===== config.mk =====
export PLATFORM = sky130hd
export DESIGN_NAME = tcr_config_regs
export DESIGN_NICKNAME = d
export VERILOG_FILES = /design/src/tcr_config_regs.v /design/src/tcr_rx_gate.v
export VERILOG_INCLUDE_DIRS = /design/src /design/src/src
export SDC_FILE = /design/constraint.sdc
export NUM_CORES = 1
export LEC_CHECK = 0
export ABC_CLOCK_PERIOD_IN_PS = 800
export CORE_MARGIN = 5
export CORE_UTILIZATION = 30
export CTS_BUF_LIST = sky130_fd_sc_hd__clkbuf_2
export DETAILED_ROUTE_END_ITERATION = 12
export DONT_BUFFER_PORTS = 1
export PLACE_DENSITY = 0.52
export SLEW_MARGIN = 20
export SYNTH_ARGS = -nofsm -noshare
export SYNTH_HDL_FRONTEND = slang
export SYNTH_SLANG_ARGS = --single-unit

===== constraint.sdc =====
create_clock -name pclk -period 0.8 [get_ports pclk]
set_input_delay 0.04 -clock pclk [delete_from_list [all_inputs] [get_ports pclk]]
set_output_delay 0.04 -clock pclk [all_outputs]
set_load 0.1 [all_outputs]

===== src/tcr_consts.vh =====
// Purpose: constants for the transceiver configuration register block
// Assumes: 32-bit APB, one register per aligned word, byte address = 4 x index
// Notes: definitions only
`ifndef TCR_CONSTS_VH
`define TCR_CONSTS_VH

// ****************************************
// register indices and byte addresses
// ****************************************
`define TCR_IDX_CLK_FIFO 8'h03
`define TCR_IDX_TIMING_RX 8'h04
`define TCR_IDX_STATUS 8'h06
`define TCR_ADDR_CLK_FIFO 8'h0c
`define TCR_ADDR_TIMING_RX 8'h10
`define TCR_ADDR_STATUS 8'h18

// ****************************************
// clock_and_fifo_config fields
// ****************************************
`define TCR_B_REF_FREQ 6
`define TCR_B_MULT_BW 4
`define TCR_B_DJ_REF 3
`define TCR_B_AUX_OFF 2
`define TCR_B_SELF_FLUSH 1
`define TCR_B_FIFO_FLUSH 0
`define TCR_RST_CLK_FIFO 8'h40

// ****************************************
// timing_and_rx_output_config fields
// ****************************************
`define TCR_B_SD_POL 6
`define TCR_B_LT_FILT 5
`define TCR_B_LT_DIRECT 4
`define TCR_B_MUTE_LOS 3
`define TCR_B_RX_OFF 2
`define TCR_B_VCXO_LKEN 0
`define TCR_RST_TIMING_RX 8'h00
`define TCR_MASK_TIMING_RX 8'h7f

// ****************************************
// status fields
// ****************************************
`define TCR_B_ST_FLUSH 0
`define TCR_B_ST_OVF 1
`define TCR_B_ST_LOS 2
`define TCR_B_ST_VCXO 3
`define TCR_B_ST_DRAIN 4

// ****************************************
// flush timing in tx parallel clock cycles
// ****************************************
`define TCR_HOLD_MIN 2
`define TCR_DRAIN_MIN 8
`define TCR_DRAIN_MAX 10
`define TCR_DRAIN_DEF 9

`endif


===== src/tcr_config_regs.v =====
// Purpose: two 8-bit transceiver configuration registers behind APB
// Assumes: tx_clk_tick pulses once per tx parallel output clock cycle
// Notes: registers at byte address 4 x index; one wait state per transfer;
//        a local status word sits at index 0x06 beside the two config bytes;
//        the fifo flush timing is counted in tx_clk_tick pulses, not pclk
//
// Contract
// - ref freq bit: 0 low pair, reset 1
// - bandwidth bit: 0 wide, 1 narrow
// - dejitter reference: 0 normal, 1 vcxo
// - aux clock bit 1 stops the output
// - self flush on overflow when enabled
// - drain finishes 8 to 10 cycles after
// - flush bit high holds fifo in reset
// - signal detect polarity: 0 low, 1 high
// - filtered loop timing uses recovered clock
// - direct loop timing replaces local reference
// - mute receive data on loss of signal
// - output disable forces data zero asynchronously
// - vcxo lock detector enable bit
// - lock status meaningful only when enabled
`include "tcr_consts.vh"

module tcr_config_regs #(
    parameter ADDR_W = 8,
    parameter DRAIN_TICKS = `TCR_DRAIN_DEF
) (
    input wire pclk,
    input wire presetn,
    input wire psel,
    input wire penable,
    input wire pwrite,
    input wire [ADDR_W-1:0] paddr,
    input wire [31:0] pwdata,
    output reg [31:0] prdata,
    output reg pready,
    output reg pslverr,
    input wire tx_clk_tick,
    input wire fifo_overflow,
    input wire [3:0] rx_data_in,
    input wire rx_los_raw,
    input wire ext_signal_detect,
    input wire vcxo_lock_raw,
    output reg ref_freq_select,
    output reg multiplier_bandwidth_select,
    output reg dejitter_ref_select,
    output reg aux_clock_on,
    output reg fifo_reset,
    output reg loop_timing_filtered,
    output reg loop_timing_direct,
    output reg loop_div32,
    output reg loss_of_signal_flag,
    output wire [3:0] rx_parallel_data,
    output reg vcxo_lock_detect_on,
    output reg vcxo_locked
);

    // ****************************************
    // flush state machine codes
    // ****************************************
    localparam [2:0] ST_IDLE = 3'b001;
    localparam [2:0] ST_HOLD = 3'b010;
    localparam [2:0] ST_DRAIN = 3'b100;

    // ****************************************
    // declarations
    // ****************************************
    reg [7:0] clk_fifo_reg;
    reg [7:0] clk_fifo_next;
    reg [7:0] timing_rx_reg;
    reg [7:0] timing_rx_next;
    reg [2:0] state_reg;
    reg [2:0] state_next;
    reg [3:0] cnt_reg;
    reg [3:0] cnt_next;
    reg ovf_seen_reg;
    reg ovf_seen_next;
    reg ovf_prev_reg;
    reg los_reg;
    reg [31:0] rdata_next;
    reg err_next;
    wire access;
    wire wr_fire;
    wire hit_clk_fifo;
    wire hit_timing_rx;
    wire hit_status;
    wire mapped;
    wire ovf_rise;
    wire sd_active;
    wire [7:0] status_word;
    wire flush_bit;
    wire ovf_clear;
    wire hold_done;
    wire drain_last;
    wire self_flush_go;

    // ****************************************
    // apb decode
    // ****************************************

    // access phase; pready rises one cycle into it, the edge that samples it
    // high is the single edge at which writes land
    assign access = psel & penable;
    assign wr_fire = access & pready & pwrite;

    // only the low address byte is decoded; wider buses alias upward
    assign hit_clk_fifo = (paddr[7:0] == `TCR_ADDR_CLK_FIFO);
    assign hit_timing_rx = (paddr[7:0] == `TCR_ADDR_TIMING_RX);
    assign hit_status = (paddr[7:0] == `TCR_ADDR_STATUS);
    assign mapped = hit_clk_fifo | hit_timing_rx | hit_status;

    // handshake flops: one wait state, error on unmapped addresses
    always @(posedge pclk or negedge presetn) begin
        if (!presetn) begin
            pready <= 1'b0;
            pslverr <= 1'b0;
            prdata <= 32'h0000_0000;
        end else begin
            pready <= access & ~pready;
            pslverr <= access & ~pready & err_next;
            prdata <= rdata_next;
        end
    end

    // read mux; reserved bits above the byte read as zero
    always @* begin
        rdata_next = prdata;
        err_next = ~mapped;
        if (access & ~pready & ~pwrite) begin
            rdata_next = 32'h0000_0000;
            if (hit_clk_fifo) begin
                rdata_next[7:0] = clk_fifo_reg;
            end else if (hit_timing_rx) begin
                rdata_next[7:0] = timing_rx_reg;
            end else if (hit_status) begin
                rdata_next[7:0] = status_word;
            end
        end
    end

    // ****************************************
    // configuration registers
    // ****************************************

    // reserved bits keep what the host writes, except timing register bit 7, which the mask clears
    always @* begin
        clk_fifo_next = clk_fifo_reg;
        timing_rx_next = timing_rx_reg;
        if (wr_fire & hit_clk_fifo) begin
            clk_fifo_next = pwdata[7:0];
        end
        if (wr_fire & hit_timing_rx) begin
            timing_rx_next = pwdata[7:0] & `TCR_MASK_TIMING_RX;
        end
    end

    // ref freq comes up set, every other bit clear
    always @(posedge pclk or negedge presetn) begin
        if (!presetn) begin
            clk_fifo_reg <= `TCR_RST_CLK_FIFO;
            timing_rx_reg <= `TCR_RST_TIMING_RX;
        end else begin
            clk_fifo_reg <= clk_fifo_next;
            timing_rx_reg <= timing_rx_next;
        end
    end

    // ****************************************
    // clock steering outputs
    // ****************************************

    // registered copies so every pin comes from a flop; one cycle behind
    // the register, which is harmless for static steering
    always @(posedge pclk or negedge presetn) begin
        if (!presetn) begin
            ref_freq_select <= 1'b1;
            multiplier_bandwidth_select <= 1'b0;
            dejitter_ref_select <= 1'b0;
            aux_clock_on <= 1'b1;
            loop_timing_filtered <= 1'b0;
            loop_timing_direct <= 1'b0;
            loop_div32 <= 1'b0;
            vcxo_lock_detect_on <= 1'b0;
        end else begin
            ref_freq_select <= clk_fifo_reg[`TCR_B_REF_FREQ];
            multiplier_bandwidth_select <= clk_fifo_reg[`TCR_B_MULT_BW];
            dejitter_ref_select <= clk_fifo_reg[`TCR_B_DJ_REF];
            aux_clock_on <= ~clk_fifo_reg[`TCR_B_AUX_OFF];
            loop_timing_filtered <= timing_rx_reg[`TCR_B_LT_FILT];
            loop_timing_direct <= timing_rx_reg[`TCR_B_LT_DIRECT];
            // low reference pair needs the deeper divide of the recovered clock;
            // the high pair takes the divide by 16
            loop_div32 <= timing_rx_reg[`TCR_B_LT_DIRECT] & ~clk_fifo_reg[`TCR_B_REF_FREQ];
            vcxo_lock_detect_on <= timing_rx_reg[`TCR_B_VCXO_LKEN];
        end
    end

    // ****************************************
    // fifo flush control
    // ****************************************
    assign flush_bit = clk_fifo_reg[`TCR_B_FIFO_FLUSH];
    assign ovf_rise = fifo_overflow & ~ovf_prev_reg;

    // ****************************************
    // flush conditions
    // ****************************************

    // the hold minimum is counted here, so a host that lets go of the bit
    // too early still gets two full tx cycles of fifo reset
    assign hold_done = (cnt_reg >= `TCR_HOLD_MIN);

    // last drain tick; the count starts from zero on entry to the drain,
    // so exactly DRAIN_TICKS ticks pass before the fifo is let go
    assign drain_last = tx_clk_tick & ({28'h0000000, cnt_reg} == DRAIN_TICKS - 1);

    // an overflow starts a flush by itself only when the host allows it
    assign self_flush_go = ovf_rise & clk_fifo_reg[`TCR_B_SELF_FLUSH];

    // hold: in reset while the bit is set, at least two tx ticks even if the
    // host lets go early; drain: counts tx ticks after release
    always @* begin
        state_next = state_reg;
        cnt_next = cnt_reg;
        case (state_reg)
            ST_IDLE: begin
                cnt_next = 4'h0;
                if (flush_bit) begin
                    state_next = ST_HOLD;
                end else if (self_flush_go) begin
                    state_next = ST_DRAIN;
                end
            end
            ST_HOLD: begin
                if (tx_clk_tick && !hold_done) begin
                    cnt_next = cnt_reg + 4'h1;
                end
                if (!flush_bit && hold_done) begin
                    state_next = ST_DRAIN;
                    cnt_next = 4'h0;
                end
            end
            ST_DRAIN: begin
                if (flush_bit) begin
                    state_next = ST_HOLD;
                    cnt_next = 4'h0;
                end else if (drain_last) begin
                    state_next = ST_IDLE;
                    cnt_next = 4'h0;
                end else if (tx_clk_tick) begin
                    cnt_next = cnt_reg + 4'h1;
                end
            end
            default: begin
                state_next = ST_IDLE;
                cnt_next = 4'h0;
            end
        endcase
    end

    // state, counter and the fifo reset pin; the pin is decoded from the
    // next state so that it comes from a flop and still moves with the state
    always @(posedge pclk or negedge presetn) begin
        if (!presetn) begin
            state_reg <= ST_IDLE;
            cnt_reg <= 4'h0;
            fifo_reset <= 1'b0;
        end else begin
            state_reg <= state_next;
            cnt_reg <= cnt_next;
            fifo_reset <= (state_next != ST_IDLE);
        end
    end

    // ****************************************
    // overflow record
    // ****************************************

    // write one to clear; a new overflow in the same cycle wins, and a
    // manual flush also clears it since that is the recovery path
    assign ovf_clear = (wr_fire & hit_status & pwdata[`TCR_B_ST_OVF]) | (state_reg == ST_HOLD);
    always @* begin
        ovf_seen_next = ovf_seen_reg;
        if (ovf_clear) begin
            ovf_seen_next = 1'b0;
        end
        if (ovf_rise) begin
            ovf_seen_next = 1'b1;
        end
    end

    always @(posedge pclk or negedge presetn) begin
        if (!presetn) begin
            ovf_seen_reg <= 1'b0;
            ovf_prev_reg <= 1'b0;
        end else begin
            ovf_seen_reg <= ovf_seen_next;
            ovf_prev_reg <= fifo_overflow;
        end
    end

    // ****************************************
    // signal detect, loss of signal, lock status
    // ****************************************

    // polarity bit picks which level of the external detect means present
    assign sd_active = timing_rx_reg[`TCR_B_SD_POL] ? ext_signal_detect : ~ext_signal_detect;

    always @(posedge pclk or negedge presetn) begin
        if (!presetn) begin
            los_reg <= 1'b0;
            loss_of_signal_flag <= 1'b0;
            vcxo_locked <= 1'b0;
        end else begin
            los_reg <= rx_los_raw | ~sd_active;
            loss_of_signal_flag <= rx_los_raw | ~sd_active;
            // lock reads zero while the detector is off
            vcxo_locked <= vcxo_lock_raw & timing_rx_reg[`TCR_B_VCXO_LKEN];
        end
    end

    // status bits: 0 fifo in reset, 1 overflow seen, 2 loss of signal,
    // 3 vcxo locked, 4 draining; the upper three read as zero
    assign status_word = {3'b000, (state_reg == ST_DRAIN), vcxo_locked, los_reg,
                          ovf_seen_reg, fifo_reset};

    // ****************************************
    // receive data output stage
    // ****************************************

    // mute is clocked; disable clears at once through the stage's clear
    // the disable must not wait for pclk, so it rides on the flops' clear
    // rather than on their data input
    tcr_rx_gate #(
        .W(4)
    ) u_rx_gate (
        .pclk(pclk),
        .presetn(presetn),
        .force_off(timing_rx_reg[`TCR_B_RX_OFF]),
        .mute(timing_rx_reg[`TCR_B_MUTE_LOS] & los_reg),
        .din(rx_data_in),
        .dout(rx_parallel_data)
    );

endmodule


===== src/tcr_rx_gate.v =====
// Purpose: receive parallel data output stage with mute and forced-off clear
// Assumes: din synchronous to pclk
// Notes: force_off clears the outputs without waiting for a clock edge
module tcr_rx_gate #(
    parameter W = 4
) (
    input wire pclk,
    input wire presetn,
    input wire force_off,
    input wire mute,
    input wire [W-1:0] din,
    output reg [W-1:0] dout
);

    // ****************************************
    // output flops
    // ****************************************

    // the clear is a combination of reset and a register bit; the bit is
    // itself a flop output, so it carries no decode glitches
    wire clr_n;
    assign clr_n = presetn & ~force_off;

    // asynchronous force to zero, synchronous mute to zero
    always @(posedge pclk or negedge clr_n) begin
        if (!clr_n) begin
            dout <= {W{1'b0}};
        end else if (mute) begin
            dout <= {W{1'b0}};
        end else begin
            dout <= din;
        end
    end

endmodule


== Yosys cells after proc, flatten, opt, wreduce, memory -nomap -nowiden ==
Index checks and enable logic that the tools add are counted.

* Flip-flop bits (word level): 49
* Input port bits: 54
* Output and inout bits: 49
* Word-level logic and storage cells: 88

* Add/sub/neg operators: 1
* $lt $le $gt $ge: 1
* Equal/unequal tests: 10
* Mux-type cells: 19
* Bitwise gates (word level): 30
* Reduce and logical (&&, ||, !) cells: 6

{| class="wikitable"
|+ Operators with widths
! cell !! number
|-
| $mux W4 || 6
|-
| $and A1 B1 Y1 || 17
|-
| $eq A8 B5 Y1 const B || 2
|-
| $mux W3 || 5
|-
| $not A1 Y1 || 9
|-
| $pmux W3 S3 || 1
|-
| $eq A8 B4 Y1 const B || 1
|-
| $mux W8 || 1
|-
| $pmux W4 S2 || 1
|-
| $mux W7 || 1
|-
| $mux W5 || 1
|-
| $add A4 B1 Y4 const B || 1
|-
| $eq A4 B4 Y1 const B || 1
|-
| $ge A4 B2 Y1 const B || 1
|-
| $ne A4 B3 Y1 const B || 1
|-
| $or A1 B1 Y1 || 4
|-
| $eq A3 B1 Y1 const B || 1
|-
| $eq A3 B2 Y1 const B || 1
|-
| $eq A3 B3 Y1 const B || 1
|-
| $mux W1 || 3
|-
| $ne A3 B1 Y1 const B || 1
|-
| $ne A3 B3 Y1 const B || 1
|-
| $logic_and A1 B1 Y1 || 2
|-
| $logic_not A1 Y1 || 2
|-
| other kinds (2) || 2
|}

== Longest topological paths before layout ==
Gate-level depths: netlist of the first run.

* Depth in word-level cells: 8
* Depth in mapped cells: 6
* Depth with buffers taken out: 6

== Modules after synthesis ==
Synthesis of the first run repeated with hierarchy kept, for this count alone.

* Cells, all modules: 201
* Area total of the unflattened synthesis: 2,306.0 um^2

{| class="wikitable"
|+ Modules (own cells, without submodules)
! module !! instances !! cells each !! area each (um^2) !! seq. area each (um^2)
|-
| tcr_config_regs || 1 || 192 || 2,174.6 || 1,131.1
|-
| tcr_rx_gate || 1 || 9 || 131.4 || 100.1
|}

== Worst setup path before layout of the first run ==
Ideal clock, no wire load.

* Path type: reg2reg
* Start point: register pready
* End point: register timing_rx_reg[0]
* Library setup time: 125 ps
* Data arrival time: 2,095 ps
* Required time: 675 ps
* Slack: -1,420 ps
* Stages on the path, launching flop included: 4
* Buffers on the path: 0
* Period minus slack after synthesis: 2,220 ps
* Path through: dfrtp_1 nand4_1 nor4_4 mux2_2

* Longest elaborated chain between the ends: 3

{| class="wikitable"
|+ Ends and longest elaborated chain
! element !! RTL line !! source
|-
| start, declared || tcr_config_regs.v:36 || <nowiki>output reg pready,</nowiki>
|-
| start signal, assigned || tcr_config_regs.v:119 || <nowiki>pready <= access & ~pready;</nowiki>
|-
| $and A1 B1 Y1 (2 in a row) || tcr_config_regs.v:104 || <nowiki>assign wr_fire = access & pready & pwrite;</nowiki>
|-
| $and A1 B1 Y1 || tcr_config_regs.v:152 || <nowiki>if (wr_fire & hit_timing_rx) begin</nowiki>
|-
| end signal, assigned || tcr_config_regs.v:161 || <nowiki>timing_rx_reg <= `TCR_RST_TIMING_RX;</nowiki>
|-
| end signal, assigned || tcr_config_regs.v:164 || <nowiki>timing_rx_reg <= timing_rx_next;</nowiki>
|-
| end, declared || tcr_config_regs.v:70 || <nowiki>reg [7:0] timing_rx_reg;</nowiki>
|}

Every way passes these cells.
A chain may end at the register's enable or synchronous reset.

== Final worst setup path of the first run ==
* Start point: register pready
* End point: register clk_fifo_reg[0]

* Longest elaborated chain between the ends: 3

{| class="wikitable"
|+ Ends and longest elaborated chain
! element !! RTL line !! source
|-
| $and A1 B1 Y1 (2 in a row) || tcr_config_regs.v:104 ||
|-
| $and A1 B1 Y1 || tcr_config_regs.v:149 || <nowiki>if (wr_fire & hit_clk_fifo) begin</nowiki>
|-
| end signal, assigned || tcr_config_regs.v:160 || <nowiki>clk_fifo_reg <= `TCR_RST_CLK_FIFO;</nowiki>
|-
| end signal, assigned || tcr_config_regs.v:163 || <nowiki>clk_fifo_reg <= clk_fifo_next;</nowiki>
|-
| end, declared || tcr_config_regs.v:68 || <nowiki>reg [7:0] clk_fifo_reg;</nowiki>
|}

Every way passes these cells.

==> flow_summary.ini, run 1 <==
[sta]
slew_viol_final = 0
min_period_ns = 1.46
whs_ns = -0.769
finalCritPeriodShare = 1.83
worst_clock_skew_ns = 0.0402
hold_viol = 50
setup_slack_ns = -0.662
rsz0062_at_grt = yes
setup_viol = 64
fmax_mhz = 684

[detailed_routing]
wl_per_cell_um = 14.8
firstDrtPassIters = 4
drt_first_iter_violations = 58
routed-via-count = 1798
antenna_left = 0
avgViaCountPerCell = 4.51
drc = 0
routed_wl_um = 5920

[floorplanning]
die_y_um = 97.8
coreArea_um2 = 7610
dieArea_um2 = 9570
num_rows = 32
io_pins = 103
start_util = 0.304
die_w_um = 97.8

[yosys]
synthMuxAreaShare = 0.0730
synthArstFlopShare = 1.00
synth_compound_area_frac = 0.0973
synth_top_cell_area_share = 0.486
synth_edf_count = 0
postSynthCellCount = 203
synthAdderAreaFrac = 0.0162
seq_area_frac_synth = 0.532
synthXorXnorAreaFrac = 0.0114
synthTopCellsByArea = dfrtp_1, buf_4, mux2_2
ys_warn_count = 0
syn_area_um2 = 2310
synth_simple_gate_area_frac = 0.171
synthFlopType = dfrtp_1
yosys_register_bits = 49
synth_area_leader_cell = dfrtp_1
synth_area_per_cell_um2 = 11.4
synth_top_family_by_area = simple AND/OR/NAND/NOR gates
ys_types = 48

[clock_network]
clk_path_buf_depth = 2
ctsRootBufferMaster = clkbuf_2
htreeDepth = 2
cts_sinks = 49
clk_pin_slew_worst_paths_ns = 0.26
insertion_delay_ns = 0.45
hold_buffers = 21
cts_inserted_buffers = 5
cts_tree = built

[critical_path]
crit_path_end_kind = flop
worstSetupStartpointType = flop
crit_arrival_ns = 1.79
worstSetupPathType = flop to flop
required_ns = 1.13
critical_path.max_fanout = 4

[layout]
fin_nets = 353
layout.cells.most_common = buf_4
syn2layout_area_growth_pct = 62.8
final_cell_mix = buf_4, conb_1, buf_12, dfrtp_2
diodes = 0
drive_above_1_share = 0.559

[pwr]
p_per_area_nw_per_um2 = 1230
peakVddDrop_uv = 517
leakage_uw = 0.00164

[grt]
grt_max_degree = 47
antenna_found_initial = 0
grt_pass1_vias = 1887
grt_overflow = 0
grt_pass1_wl_um = 9410
grt_usage = 0.122

[status]
violations = hold timing, setup timing
status = finished, violations left

[placement]
portBuffers = 0
pre_cts_slack_ns = -0.678
globalplace.congestion = 0.849
hpwl_um = 4100

[run]
drv_cap = 0

[min_path]
hold_class = input port to asynchronous set/reset pin
-- report_power, final --
group          internal (uW)  switching (uW)
Combinational            254             794
Clock                    216             820
Sequential              2520            23.6
Total                   2990            1640
-- per-layer routing --
| metal | vias to the layer above | wire length [um] | GRT usage |
|---|---|---|---|
| li1 | 848 | - | - |
| met1 | 887 | 2440 | 0.153 |
| met2 | 54 | 3030 | 0.198 |
| met3 | 9 | 393 | 0.0407 |
| met4 | 0 | 62 | 0.0383 |
| met5 | - | 0 | 0 |
-- worst max-delay path: stages (launching register included) --
cell     delay (ns)
dfrtp_4        0.47
nand4_1        0.09
buf_6          0.15
nor3_4         0.17
buf_6          0.17
mux2_4         0.29
-- layout make-up --
class,instances,area [um2]
Sequential cell,49,1270
Clock buffer,5,25.0
Fill cell,681,3840
Multi-Input combinational cell,145,1230
Timing Repair Buffer,92,1080
Tap cell,102,128
Clock inverter,3,20.0
Inverter,3,11.3
-- cells in the mapped netlist (2+ instances only) --
master and n:
nor2b_1 6, inv_1 3, and2_1 6, clkbuf_1 2
dfrtp_1 45, buf_4 24, o21ai_0 9, a211oi_1 5
buf_6 2, o211ai_1 5, nand3_1 3, a22oi_1 3
mux2_2 15, or3_1 2, ha_1 3, and3_1 3
nand2_1 17, o221a_2 2, nand2b_1 2, xnor2_1 2
dfstp_2 4, and3_2 3, nor3_1 3, nor2_1 10
-- cell families after synthesis --
logic type	count (synthesis)
AND/OR/NAND/NOR	68
flip-flops	49
AO/OA/AOI/OAI	32
buffers and inverters	32
multiplexers	15
adder cells (fa/ha/maj)	3
XOR/XNOR	3
other	1
-- final timing paths --
path | depth (start not counted) | slack (ns) | start | endpoint
worst max-delay path | 5 | -0.66 | pready$_DFF_PN0_ | clk_fifo_reg[0]$_DFFE_PN0P_
worst min-delay path | 0 | -0.77 | presetn | pslverr$_DFF_PN0_
worst max register to register | 5 | -0.66 | pready$_DFF_PN0_ | clk_fifo_reg[0]$_DFFE_PN0P_
worst min register to register | 2 | 0.41 | timing_rx_reg[2]$_DFFE_PN0P_ | u_rx_gate.dout[3]$_DFF_PN0_
max in group asynchronous | 2 | 0.15 | timing_rx_reg[2]$_DFFE_PN0P_ | u_rx_gate.dout[0]$_DFF_PN0_
min in group pclk | 4 | -0.04 | paddr[2] | ovf_seen_reg$_DFFE_PN0P_
-- through the flow --
stage	total power [uW]	setup TNS (ns)	utilization	area, um2	cells
floorplan	3410	-23.85	-	2510	226
global route	4830	-32.36	0.495	3770	399
global placement	3460	-18.60	0.407	3100	359
detailed placement	3460	-19.23	0.407	3100	359
CTS	4660	-29.73	0.479	3640	395
finish	4620	-29.27	0.495	3770	399
-- timing repair --
item | CTS | global route
pin swaps | 28 | 18
endpoints found under the hold margin | 88 | 50
cloned | 0 | 0
buffers inserted | 7 | 4
resized for setup | 55 | 18
endpoints found under the setup margin | 64 | 65
Power figures use the tool's default switching activity.
==> inputs of run 2 (changes only) <==
--- a/config.mk
+++ b/config.mk
@@ -6,13 +6,13 @@
 export SDC_FILE = /design/constraint.sdc
 export NUM_CORES = 1
 export LEC_CHECK = 0
-export ABC_CLOCK_PERIOD_IN_PS = 800
-export CORE_MARGIN = 5
+export ABC_CLOCK_PERIOD_IN_PS = 1200
+export CORE_MARGIN = 2
 export CORE_UTILIZATION = 30
 export CTS_BUF_LIST = sky130_fd_sc_hd__clkbuf_2
 export DETAILED_ROUTE_END_ITERATION = 12
 export DONT_BUFFER_PORTS = 1
-export PLACE_DENSITY = 0.52
+export PLACE_DENSITY = 0.53
 export SLEW_MARGIN = 20
 export SYNTH_ARGS = -nofsm -noshare
 export SYNTH_HDL_FRONTEND = slang
==> constraint.sdc (replaced) <==
create_clock -name pclk -period 1.2 [get_ports pclk]
set_input_delay 0.06 -clock pclk [delete_from_list [all_inputs] [get_ports pclk]]
set_output_delay 0.06 -clock pclk [all_outputs]
set_load 0.1 [all_outputs]
==> flow_summary.ini, run 2 (same netlist as run 1, synthesis figures left out) <==
[status]
status = finished, violations left
violations = hold timing, setup timing

[layout]
drive_above_1_share = 0.437
diodes = 0
fin_nets = 342
final_cell_mix = dfrtp_1, conb_1, dlygate4sd3_1, buf_4, buf_6
layout.cells.most_common = dfrtp_1
fin_util = 0.469
syn2layout_area_growth_pct = 54.0

[floorplanning]
die_y_um = 91.8
num_rows = 32
dieArea_um2 = 8430
coreArea_um2 = 7610
io_pins = 103
die_w_um = 91.8
start_util = 0.304

[sta]
rsz0062_at_grt = yes
finalCritPeriodShare = 1.22
min_period_ns = 1.46
hold_viol = 1
fmax_mhz = 684
slew_viol_final = 0
setup_slack_ns = -0.262
whs_ns = -0.0161
setup_viol = 35
worst_clock_skew_ns = 0.0215

[grt]
grt_pass1_wl_um = 8960
antenna_found_initial = 0
grt_usage = 0.136
grt_overflow = 0
grt_pass1_vias = 1785
grt_max_degree = 47

[min_path]
hp-start = paddr[2]
hold_class = input port to flop

[detailed_routing]
avgViaCountPerCell = 4.44
firstDrtPassIters = 4
antenna_left = 0
wl_per_cell_um = 14.5
routed_wl_um = 5640
drc = 0
routed-via-count = 1722
drt_first_iter_violations = 56

[critical_path]
r2r_start = pready$_DFF_PN0_
worstSetupStartpointType = flop
startpoint = pready$_DFF_PN0_
crit_path_end_kind = flop
worstSetupPathType = flop to flop
required_ns = 1.54
critical_path.max_fanout = 7
crit_arrival_ns = 1.80

[placement]
globalplace.congestion = 0.814
portBuffers = 0
hpwl_um = 3800

[clock_network]
clk_path_buf_depth = 2
ctsRootBufferMaster = clkbuf_2
clk_pin_slew_worst_paths_ns = 0.27
cts_sinks = 49
cts_tree = built
cts_inserted_buffers = 5
insertion_delay_ns = 0.43
htreeDepth = 2

[pwr]
leakage_uw = 0.00162
p_per_area_nw_per_um2 = 987
peakVddDrop_uv = 392

[run]
drv_cap = 0
==> run 2: cell count changes in the layout (fill, tap and decap cells not counted), moves of 3 or more <==
cell	delta
buf_8	+5
mux2_2	+7
nor2_2	-3
mux2_4	-7
buf_4	-14
dfrtp_2	-17
buf_12	-11
dfrtp_1	+18
buf_6	+5
==> run 2: power by group <==
group          switching [uW]  total, uW  internal, uW
clock network             552       1120           569
registers                14.5       1690          1680
logic                     553        706           153
total                    1120       3520          2400
==> run 2: layout make-up <==
| cell class | instances | area, um2 |
|---|---|---|
| Sequential cell | 49 | 1240 |
| Inverter | 3 | 11.3 |
| Fill cell | 715 | 4040 |
| Multi-Input combinational cell | 145 | 1150 |
| Tap cell | 102 | 128 |
| Clock buffer | 5 | 25.0 |
| Clock inverter | 3 | 68.8 |
| Timing Repair Buffer | 81 | 942 |
==> run 2: routing by layer <==
layer | global-route usage | wire [um] | up-vias
met5 | 0 | 0 | -
met4 | 0.0336 | 55 | 0
met3 | 0.0386 | 315 | 5
met2 | 0.227 | 2880 | 51
met1 | 0.174 | 2390 | 846
li1 | - | - | 820
==> run 2: path summary, 6_finish.rpt <==
path | cells past startpoint | slack [ns] | endpoint
max | 5 | -0.26 | timing_rx_reg[5]$_DFFE_PN0P_
min | 5 | -0.02 | prdata[7]$_DFFE_PN0P_
max reg2reg | 5 | -0.26 | timing_rx_reg[5]$_DFFE_PN0P_
min reg2reg | 1 | 0.29 | u_rx_gate.dout[0]$_DFF_PN0_
max in group asynchronous | 3 | 0.56 | u_rx_gate.dout[3]$_DFF_PN0_
min in group asynchronous | 2 | 0.07 | prdata[1]$_DFFE_PN0P_
==> run 2: worst max-delay path: stages, from the launching register on <==
cell,delay (ns)
dfrtp_4,0.49
nand4_1,0.10
buf_6,0.15
nor4_4,0.14
buf_6,0.17
mux2_2,0.33
==> run 2: repair_timing <==
action | in CTS | in global routing
endpoints found under the setup margin | 48 | 55
endpoints found under the hold margin | 88 | 14
resized for setup | 30 | 61
buffers inserted | 3 | 4
pin swaps | 3 | 6
hold buffers | 23 | 2
==> run 2: through the flow <==
stage                     TNS [ns]  area [um2]  instances  worst slack [ns]  total power (uW)
after global placement       -5.49        2760        348            -0.244              2260
after floorplan             -10.55        2470        226            -0.542              2270
after global routing         -8.43        3560        388            -0.311              3640
final                        -6.26        3560        388            -0.262              3520
after detailed placement     -5.76        2760        348            -0.257              2260
after CTS                    -6.49        3240        382            -0.259              3510
